`config.mk`:
```
export PLATFORM = sky130hd
export DESIGN_NAME = burst_flash_pins
export DESIGN_NICKNAME = d
export VERILOG_FILES = /design/src/pkg/burst_flash_pkg.sv /design/src/design/burst_flash_pins.sv /design/src/design/flash_cells.sv
export VERILOG_INCLUDE_DIRS = /design/src /design/src/pkg
export SDC_FILE = /design/constraint.sdc
export NUM_CORES = 2
export LEC_CHECK = 0
export BUFFER_PORTS_ARGS = -buffer_cell sky130_fd_sc_hd__buf_4
export CELL_PAD_IN_SITES_DETAIL_PLACEMENT = 0
export CELL_PAD_IN_SITES_GLOBAL_PLACEMENT = 1
export CORE_ASPECT_RATIO = 2
export CORE_MARGIN = 2
export CORE_UTILIZATION = 57
export CTS_BUF_LIST = sky130_fd_sc_hd__clkbuf_2 sky130_fd_sc_hd__clkbuf_4 sky130_fd_sc_hd__clkbuf_8
export DETAILED_ROUTE_END_ITERATION = 8
export PLACE_DENSITY = 0.78
export SLEW_MARGIN = 30
export SYNTH_ARGS = -nofsm -noshare
export SYNTH_HDL_FRONTEND = slang
export SYNTH_SLANG_ARGS = --single-unit
```
`constraint.sdc`:
```
create_clock -name REF_CLK_I -period 4.8 [get_ports REF_CLK_I]
set_clock_uncertainty 0.05 [all_clocks]
set_input_delay 0.48 -clock REF_CLK_I [delete_from_list [all_inputs] [get_ports REF_CLK_I]]
set_output_delay 0.48 -clock REF_CLK_I [all_outputs]
set_load 0.05 [all_outputs]
```
`src/pkg/burst_flash_regs.svh`:
```
/*
 * Constants for the burst flash pin block: pin vector positions, timing.
 * Assumes a 20 MHz reference clock inside the device.
 */
`ifndef BURST_FLASH_REGS_SVH
`define BURST_FLASH_REGS_SVH

`define CLK_PERIOD_NS      50
`define PROG_TIME_NS       2000
`define ACCEL_PROG_TIME_NS 1000

`define PIN_FCLK          0
`define PIN_ADDRESS_VALID_N 1
`define PIN_CE_N          2
`define PIN_OE_N          3
`define PIN_WE_N          4
`define PIN_RST_N         5
`define PIN_WP_N          6
`define PIN_BURST_CFG     7
`define PIN_ACCEL_LO      8
`define PIN_AHI_LO        10
`define PIN_ADQ_LO        17
`define SYNC_W            33
`define SYNC_RST          33'h0_0000_0000
`define SETTLE_LOAD       2'h2

`endif

```
`src/pkg/burst_flash_pkg.sv`:
```
/*
 * Types for the burst flash pin block.
 * Assumes nothing beyond the constants header.
 */
package burst_flash_pkg;
    typedef enum logic [1:0] {
        ST_IDLE,
        ST_BURST,
        ST_PROG
    } flash_state_t;

    typedef enum logic [1:0] {
        ACCEL_LOW  = 2'h0,
        ACCEL_NORM = 2'h1,
        ACCEL_HV   = 2'h2
    } accel_t;
endpackage : burst_flash_pkg

```
`src/design/burst_flash_pins.sv`:
```
/*
 * Pin-level behaviour of a burst-mode flash: address latch, burst counter,
 * ready, hardware reset, write protect and program acceleration.
 * Assumes all pins come from the host asynchronously; the host clock is a
 * sampled input, much slower than the reference clock.
 */
`timescale 1ns/1ps
`include "burst_flash_regs.svh"
module burst_flash_pins
    import burst_flash_pkg::*;
#(
    parameter int ADDR_W    = 23,
    parameter int MEM_AW    = 8,
    parameter int SEC_SHIFT = 14,
    parameter int PROT_SEC  = 257
) (
    input  wire logic        REF_CLK_I,
    input  wire logic        RSTN_I,
    input  wire logic        FCLK_I,
    input  wire logic        ADDRESS_VALID_N_I,
    input  wire logic        CE_N_I,
    input  wire logic        OE_N_I,
    input  wire logic        WE_N_I,
    input  wire logic        HW_RESET_N_I,
    input  wire logic        WP_N_I,
    input  wire logic        BURST_CFG_I,
    input  wire logic [1:0]  PROGRAM_ACCEL_INPUT_I,
    input  wire logic [6:0]  A_HI_I,
    input  wire logic [15:0] ADQ_I,
    output logic      [15:0] ADQ_O,
    output logic             ADQ_OE_O,
    output logic             RDY_O,
    output logic             UNLOCK_BYPASS_O,
    output logic             PROG_REFUSED_O
);
    localparam int SEC_W    = ADDR_W - SEC_SHIFT;
    localparam int PROG_CYC = (`PROG_TIME_NS + `CLK_PERIOD_NS - 1) / `CLK_PERIOD_NS;
    localparam int ACCEL_CYC = (`ACCEL_PROG_TIME_NS + `CLK_PERIOD_NS - 1) / `CLK_PERIOD_NS;

    // Refuse parameter sets the logic cannot serve
    if (ADDR_W != 23 || MEM_AW < 1 || MEM_AW > ADDR_W || SEC_SHIFT >= ADDR_W
        || PROT_SEC + 1 >= (1 << SEC_W) || PROG_CYC > 255) begin : g_bad_params
        $error("burst_flash_pins: unsupported parameters");
    end

    // Three-stage pin sampling, change taken when stages two and three agree
    logic [`SYNC_W-1:0] s1_r, s2_r, s3_r, filt_r, filt_nxt;
    logic [`SYNC_W-1:0] pins;

    assign pins = {ADQ_I, A_HI_I, PROGRAM_ACCEL_INPUT_I, BURST_CFG_I, WP_N_I,
                   HW_RESET_N_I, WE_N_I, OE_N_I, CE_N_I, ADDRESS_VALID_N_I, FCLK_I};

    always_comb begin
        filt_nxt = (~(s2_r ^ s3_r) & s3_r) | ((s2_r ^ s3_r) & filt_r);
    end

    always_ff @(posedge REF_CLK_I or negedge RSTN_I) begin
        if (!RSTN_I) begin
            s1_r   <= `SYNC_RST;
            s2_r   <= `SYNC_RST;
            s3_r   <= `SYNC_RST;
            filt_r <= `SYNC_RST;
        end else begin
            s1_r   <= pins;
            s2_r   <= s1_r;
            s3_r   <= s2_r;
            filt_r <= filt_nxt;
        end
    end

    logic              fclk, address_valid_n, ce_n, oe_n, we_n, rst_pin_n, wp_n, burst_cfg;
    accel_t            accel;
    logic [ADDR_W-1:0] pin_addr;
    logic [15:0]       pin_data;

    assign fclk            = filt_r[`PIN_FCLK];
    assign address_valid_n = filt_r[`PIN_ADDRESS_VALID_N];
    assign ce_n            = filt_r[`PIN_CE_N];
    assign oe_n            = filt_r[`PIN_OE_N];
    assign we_n            = filt_r[`PIN_WE_N];
    assign rst_pin_n       = filt_r[`PIN_RST_N];
    assign wp_n            = filt_r[`PIN_WP_N];
    assign burst_cfg       = filt_r[`PIN_BURST_CFG];
    assign accel           = accel_t'(filt_r[`PIN_ACCEL_LO +: 2]);
    assign pin_data        = filt_r[`PIN_ADQ_LO +: 16];
    assign pin_addr        = {filt_r[`PIN_AHI_LO +: 7], pin_data};

    // Control state
    flash_state_t      state_r, state_nxt;
    logic              burst_mode_r, burst_mode_nxt;
    logic [ADDR_W-1:0] addr_r, addr_nxt;
    logic [1:0]        settle_r, settle_nxt;
    logic [7:0]        cnt_r, cnt_nxt;
    logic              fclk_prev_r, we_prev_r;
    logic [15:0]       dout_nxt;
    logic              oe_nxt, rdy_nxt, refused_nxt, bypass_nxt, mem_we;
    logic [15:0]       mem_rdata;
    logic              fclk_rise, we_fall, prot_hit, prog_ok;

    assign fclk_rise = fclk & ~fclk_prev_r;
    assign we_fall   = ~we_n & we_prev_r;
    assign prot_hit  = (addr_r[ADDR_W-1:SEC_SHIFT] == SEC_W'(PROT_SEC))
                     || (addr_r[ADDR_W-1:SEC_SHIFT] == SEC_W'(PROT_SEC + 1));
    assign prog_ok   = (accel != ACCEL_LOW) && !(!wp_n && prot_hit);

    always_comb begin
        state_nxt      = state_r;
        burst_mode_nxt = burst_mode_r;
        addr_nxt       = addr_r;
        settle_nxt     = (settle_r != 2'h0) ? settle_r - 2'h1 : settle_r;
        cnt_nxt        = cnt_r;
        mem_we         = 1'b0;
        refused_nxt    = 1'b0;
        if (!rst_pin_n) begin
            // Abort everything, back to asynchronous array read
            state_nxt      = ST_IDLE;
            burst_mode_nxt = 1'b0;
            settle_nxt     = 2'h0;
            cnt_nxt        = 8'h00;
        end else begin
            case (state_r)
                ST_IDLE: begin
                    if (burst_cfg) begin
                        burst_mode_nxt = 1'b1;
                    end
                    if (!ce_n && !address_valid_n) begin
                        if (!burst_mode_r) begin
                            // Clock ignored in async mode
                            addr_nxt = pin_addr;
                        end else if (fclk_rise) begin
                            addr_nxt   = pin_addr;
                            state_nxt  = ST_BURST;
                            settle_nxt = `SETTLE_LOAD;
                        end
                    end else if (!ce_n && we_fall) begin
                        if (prog_ok) begin
                            mem_we    = 1'b1;
                            state_nxt = ST_PROG;
                            cnt_nxt   = (accel == ACCEL_HV) ? 8'(ACCEL_CYC) : 8'(PROG_CYC);
                        end else begin
                            refused_nxt = 1'b1;
                        end
                    end
                end
                ST_BURST: begin
                    if (ce_n) begin
                        state_nxt = ST_IDLE;
                    end else if (!address_valid_n && fclk_rise) begin
                        addr_nxt   = pin_addr;
                        settle_nxt = `SETTLE_LOAD;
                    end else if (fclk_rise && RDY_O) begin
                        addr_nxt   = addr_r + ADDR_W'(1);
                        settle_nxt = `SETTLE_LOAD;
                    end
                end
                ST_PROG: begin
                    cnt_nxt = cnt_r - 8'h01;
                    if (cnt_r == 8'h01) begin
                        state_nxt = ST_IDLE;
                    end
                end
                default: begin
                    state_nxt = ST_IDLE;
                end
            endcase
        end
        rdy_nxt  = (state_nxt == ST_BURST) && (settle_nxt == 2'h0);
        oe_nxt   = rdy_nxt || (rst_pin_n && state_nxt == ST_IDLE && !ce_n && !oe_n
                   && address_valid_n);
        dout_nxt = mem_rdata;
        bypass_nxt = (accel == ACCEL_HV);
    end

    always_ff @(posedge REF_CLK_I or negedge RSTN_I) begin
        if (!RSTN_I) begin
            state_r         <= ST_IDLE;
            burst_mode_r    <= 1'b0;
            addr_r          <= '0;
            settle_r        <= 2'h0;
            cnt_r           <= 8'h00;
            fclk_prev_r     <= 1'b0;
            we_prev_r       <= 1'b0;
            ADQ_O           <= 16'h0000;
            ADQ_OE_O        <= 1'b0;
            RDY_O           <= 1'b0;
            UNLOCK_BYPASS_O <= 1'b0;
            PROG_REFUSED_O  <= 1'b0;
        end else begin
            state_r         <= state_nxt;
            burst_mode_r    <= burst_mode_nxt;
            addr_r          <= addr_nxt;
            settle_r        <= settle_nxt;
            cnt_r           <= cnt_nxt;
            fclk_prev_r     <= fclk;
            we_prev_r       <= we_n;
            ADQ_O           <= dout_nxt;
            ADQ_OE_O        <= oe_nxt;
            RDY_O           <= rdy_nxt;
            UNLOCK_BYPASS_O <= bypass_nxt;
            PROG_REFUSED_O  <= refused_nxt;
        end
    end

    flash_cells #(
        .AW (MEM_AW),
        .DW (16)
    ) u_cells (
        .clk_i   (REF_CLK_I),
        .we_i    (mem_we),
        .waddr_i (addr_r[MEM_AW-1:0]),
        .wdata_i (pin_data),
        .raddr_i (addr_r[MEM_AW-1:0]),
        .rdata_o (mem_rdata)
    );
endmodule : burst_flash_pins

```
`src/design/flash_cells.sv`:
```
/*
 * Small array of flash words with registered read data.
 * Assumes one write port and one read port on the same clock.
 */
`timescale 1ns/1ps
module flash_cells #(
    parameter int AW = 8,
    parameter int DW = 16
) (
    input  wire logic          clk_i,
    input  wire logic          we_i,
    input  wire logic [AW-1:0] waddr_i,
    input  wire logic [DW-1:0] wdata_i,
    input  wire logic [AW-1:0] raddr_i,
    output logic      [DW-1:0] rdata_o
);
    logic [DW-1:0] cells_r [0:(1<<AW)-1];

    always_ff @(posedge clk_i) begin
        if (we_i) begin
            cells_r[waddr_i] <= wdata_i;
        end
        rdata_o <= cells_r[raddr_i];
    end
endmodule : flash_cells

```
## Word-level counts from Yosys, hierarchy flattened

Memory sizes are Yosys's and may differ from the RTL's. A register that Yosys moved wholly into a read port is not among the register bits.
Index checks and enable logic that the tools add are counted.

- Register bits after elaboration: 190
- Memory bits (writable): 4096
- Output and inout port bits: 20
- Memories: 1

Memories:

| name | words | width | read ports | clocked after Yosys merged registers in | write ports | line | text |
|---|---|---|---|---|---|---|---|
| u_cells.cells_r | 256 | 16 | 1 | 1 | 1 | flash_cells.sv:17 | `logic [DW-1:0] cells_r [0:(1<<AW)-1];` |

- Add/sub/neg operators: 3
- Equal/unequal tests: 17
- Mux-type cells: 46
- Bitwise gates (word level): 9
- Reduce and logical (&&, ||, !) cells: 27

Operators by type and width:

| operator | count |
|---|---|
| 23-bit 2-to-1 mux | 6 |
| 33-bit bitwise AND | 2 |
| 23-bit case mux with 2 select lines | 1 |
| 33-bit inverter | 1 |
| 33-bit bitwise OR | 1 |
| 33-bit XOR | 1 |
| 2-bit 2-to-1 mux | 16 |
| 8-bit 2-to-1 mux | 4 |
| 23-bit by 1-bit adder with 23-bit output, second input constant | 1 |
| 9-bit equality test, second input constant | 2 |
| 8-bit case mux with 2 select lines | 1 |
| 1-bit 2-to-1 mux | 15 |
| 3-bit inequality test, second input constant | 5 |
| 1-bit logical AND | 11 |
| 8-bit by 1-bit equality test with 1-bit output, second input constant | 1 |
| 8-bit by 1-bit subtractor with 8-bit output, second input constant | 1 |
| 2-bit logical NOT | 3 |
| 6-bit 2-to-1 mux | 1 |
| 2-bit case mux with 3 select lines | 1 |
| 6-bit AND reduction | 1 |
| 2-bit nonzero test | 3 |
| 1-bit logical NOT | 5 |
| 2-bit by 1-bit equality test with 1-bit output, second input constant | 2 |
| 2-bit equality test, second input constant | 2 |
| other kinds (10) | 15 |

## Depth between registers and ports, before layout

- Depth in word-level cells: 16
- Depth in mapped cells: 10

## Modules after synthesis

Synthesis repeated with hierarchy kept, for this count alone.

- Cells, all modules: 7837
- Area, all modules: 165266.0 sq um

By module, submodules not included:

| module | times used | cells an instance | area an instance (sq um) | sequential area each (sq um) |
|---|---|---|---|---|
| flash_cells | 1 | 7360 | 158714.7 | 123318.3 |
| burst_flash_pins | 1 | 477 | 6551.3 | 4754.6 |

## Worst setup path before layout

OpenSTA, ideal clock, no wires.

- Path type: register -> register
- Start point: register with a tool-made name
- End point: memory u_cells.cells_r[0][10] (data pin)
- Data arrival time: 3200 ps
- Data required time: 3943 ps
- Path slack: 743 ps
- Stages on the path, launching flop included: 1
- Clock period less this slack: 4057 ps
- Cells stage by stage: dfrtp_1

RTL lines:

| what | line |
|---|---|
| end: declaration | flash_cells.sv:17 |

==> flow_metrics.tcl <==
set metrics [dict create \
    hold_path.class "flip-flop to flip-flop" \
    hold_ws_ns 0.277 \
    worstSkewPairLatency_ns 1.10 \
    dieArea_sq_mm 0.288 \
    synth_flop_cell "edfxtp_1" \
    synth-compound-area-share_pct 3.91 \
    globalplace.congestion 0.897 \
    ys.warnings.count 0 \
    p_sw_uw 29000 \
    track_usage_pct 28.7 \
    worstPathMaxFanout 22 \
    num_vias 80623 \
    synth_top_area_cell "edfxtp_1" \
    core_sq_mm 0.282 \
    grt_pass1_vias 82266 \
    synthSimpleGateAreaFrac_pct 1.11 \
    antenna_left 0 \
    grt_overflow 0 \
    avgSynthCellArea_sq_um 22.6 \
    utilization_pct 64.8 \
    pwr-share-comb_pct 26.0 \
    post_cts_resized 0 \
    synthXorXnorAreaFrac_pct 0.00542 \
    critical_path_class "flip-flop to flip-flop" \
    dp_hpwl_um 254000 \
    io_buffers 54 \
    crit_arrival_ns 5.59 \
    vias_per_cell 6.60 \
    drt_first_pass_iters 6 \
    required_ns 5.70 \
    synth.area.top_cells "edfxtp_1 76%, mux4_2 14%, dfrtp_1 2.9%" \
    worstMarginPinSlew_ns 1.07 \
    start_kind "flip-flop" \
    die_height_um 757 \
    drt-total-wl_um 415000 \
    wl_per_cell_um 33.9 \
    ys_seq_area_share_pct 79.2 \
    fmax_ghz 0.213 \
    drive_gt1_share_pct 31.2 \
    fin_crit_sh_pct 97.7 \
    syn_area_sq_mm 0.162 \
    min_period_ns 4.69 \
    grt_max_degree 186 \
    drt_iter0_markers 10138 \
    syn_to_final_growth_pct 13.2 \
    status "finished clean" \
    drc 0 \
    synthAdderAreaFrac_pct 0.251 \
    dp_worst_setup_slack_ns 0.210 \
    finalMaxSlewViolations 0 \
    synthCells 7169 \
    initial_utilization_pct 57.2 \
    synth-edff-count 4096 \
    worst_slack_ns 0.108 \
    setup_violations 0 \
    antenna_found_initial 18 \
    io_pins 55 \
    finalNetCount 8054 \
    ys_ff_latch 4302 \
    synthArstFlopShare_pct 4.42 \
    muxShareOfSynthArea_pct 14.3 \
    root_buffer "clkbuf_8" \
    h-tree-depth 6 \
    clk_pin_slew_ns 0.07 \
    syn_nets 7210 \
    synth_cell_types 50 \
    power_density_mw_per_mm2 523 \
    hold_viol 0 \
    maxCapViolations 0 \
    power.share.clock_pct 29.2 \
    cts_buffers 573 \
    cts_tree "done" \
    nFillCells 18378 \
    synth_top_family_by_area "multiplexers" \
    cts.sink_count 4302 \
    rsz0062_at_grt "false" \
    synth_top_area_share_pct 76.1 \
    rows 276 \
    p_leak_uw 0.0578 \
    endpoint_kind "flip-flop" \
    vdd_drop_max_mv 0.405 \
    clk_path_buf_depth 4 \
    power.share.switching_pct 30.3 \
    die_w_um 381 \
    p_seq_share_pct 44.8 \
    relSlewSlack_pct 27.4 \
    grt_pass1_wl_um 589000 \
    internal_power_uw 66600 \
]
worst paths after layout:
check | start | to | slack [ns] | cells after the start
min | u_cells.rdata_o[7] | ADQ_O[7] | 0.28 | 0
max | addr_r[0] | u_cells.rdata_o[9] | 0.11 | 8
max reg2reg | addr_r[0] | u_cells.rdata_o[9] | 0.11 | 8
min reg2reg | u_cells.rdata_o[7] | ADQ_O[7] | 0.28 | 0
max in group asynchronous | RSTN_I | async pin | 3.42 | 4
min in group asynchronous | RSTN_I | s3_r[18] | 0.52 | 4
synthesized netlist by cell type (all sizes together) (22+ instances only):
library cell	instances
nand3	22
edfxtp	4096
nand2	54
maj3	33
buf	181
mux4	1024
clkbuf	252
a22oi	513
dfrtp	190
o21ai	33
nor2	275
o41ai	64
a21oi	288
routing by layer:
metal,track usage (%),up-vias,wire [um],part of all wire [%]
met3,4.14,943,31600,7.6
met2,49.4,4513,217000,52
met5,0,-,61,0.015
met4,17.9,8,29400,7.1
li1,-,32285,-,-
met1,34.4,42874,137000,33
layout by cell type (no fill, tap or decap), types with 71 or more instances in the layout:
cell type and n:
clkinv_1 128, clkinv_2 78, dfrtp_1 172, clkbuf_4 125, a21oi_1 288, clkbuf_8 607
mux4_2 1024, edfxtp_1 4096, buf_4 549, a22oi_1 513, buf_12 71, nor2_1 272
cell type report:
type / instances / area (sq um) / share of cell area [%]
inverter: 9 / 33.8 / 0.0185
multi-input combinational: 2425 / 32100 / 17.6
clock buffer: 731 / 9280 / 5.07
antenna: 13 / 32.5 / 0.0178
sequential: 4302 / 128000 / 70.0
tap: 3753 / 4700 / 2.57
timing repair buffer: 702 / 6470 / 3.54
clock inverter: 280 / 2200 / 1.20
power groups by stage:
stage               combinational, uW  sequential (uW)  clock [uW]
detailed placement              24800            43600           0
global placement                24400            43600           0
finish                          24900            42800       27900
floorplan                       14600            43900           0
global route                    25900            42800       29700
CTS                             25000            42800       28300
logic make-up after synthesis:
group	Yosys count
adder cells (fa/ha/maj)	39
AND/OR/NAND/NOR	422
flip-flops	4302
AO/OA/AOI/OAI	939
buffers and inverters	442
multiplexers	1024
XOR/XNOR	1
worst max-delay path: stages, from the launching register on:
cell and delay [ns]:
dfrtp_4 1.00, buf_12 0.29, buf_12 0.19, mux4_2 0.53, a22oi_1 0.71, a21oi_1 0.48, o41ai_2 0.93, buf_4 0.24
nand4_1 0.07
timing repair:
item	in CTS	in global routing
hold buffers	69	0
buffers inserted	0	0
hold endpoints to repair	138	0
per-stage QoR:
step	total power [uW]	setup TNS [ns]	cell area, sq um	std cells
floorplan	58500	0	162000	7169
global placement	68000	-1.85	170000	11106
detailed placement	68500	0	171000	11116
CTS	96100	0	183000	12196
global route	98300	0	183000	12206
finish	95600	0	183000	12215
state kept, by name, indices dropped and copies added (netlist names), 2 cells and up, named ones only:
register	cells
u_cells.cells_r	4096
s1_r	33
s2_r	33
s3_r	33
addr_r	23
ADQ_O	16
u_cells.rdata_o	16
cnt_r	8
settle_r	2
state_r	2
Note: power is estimated with default switching activity, not from simulation.
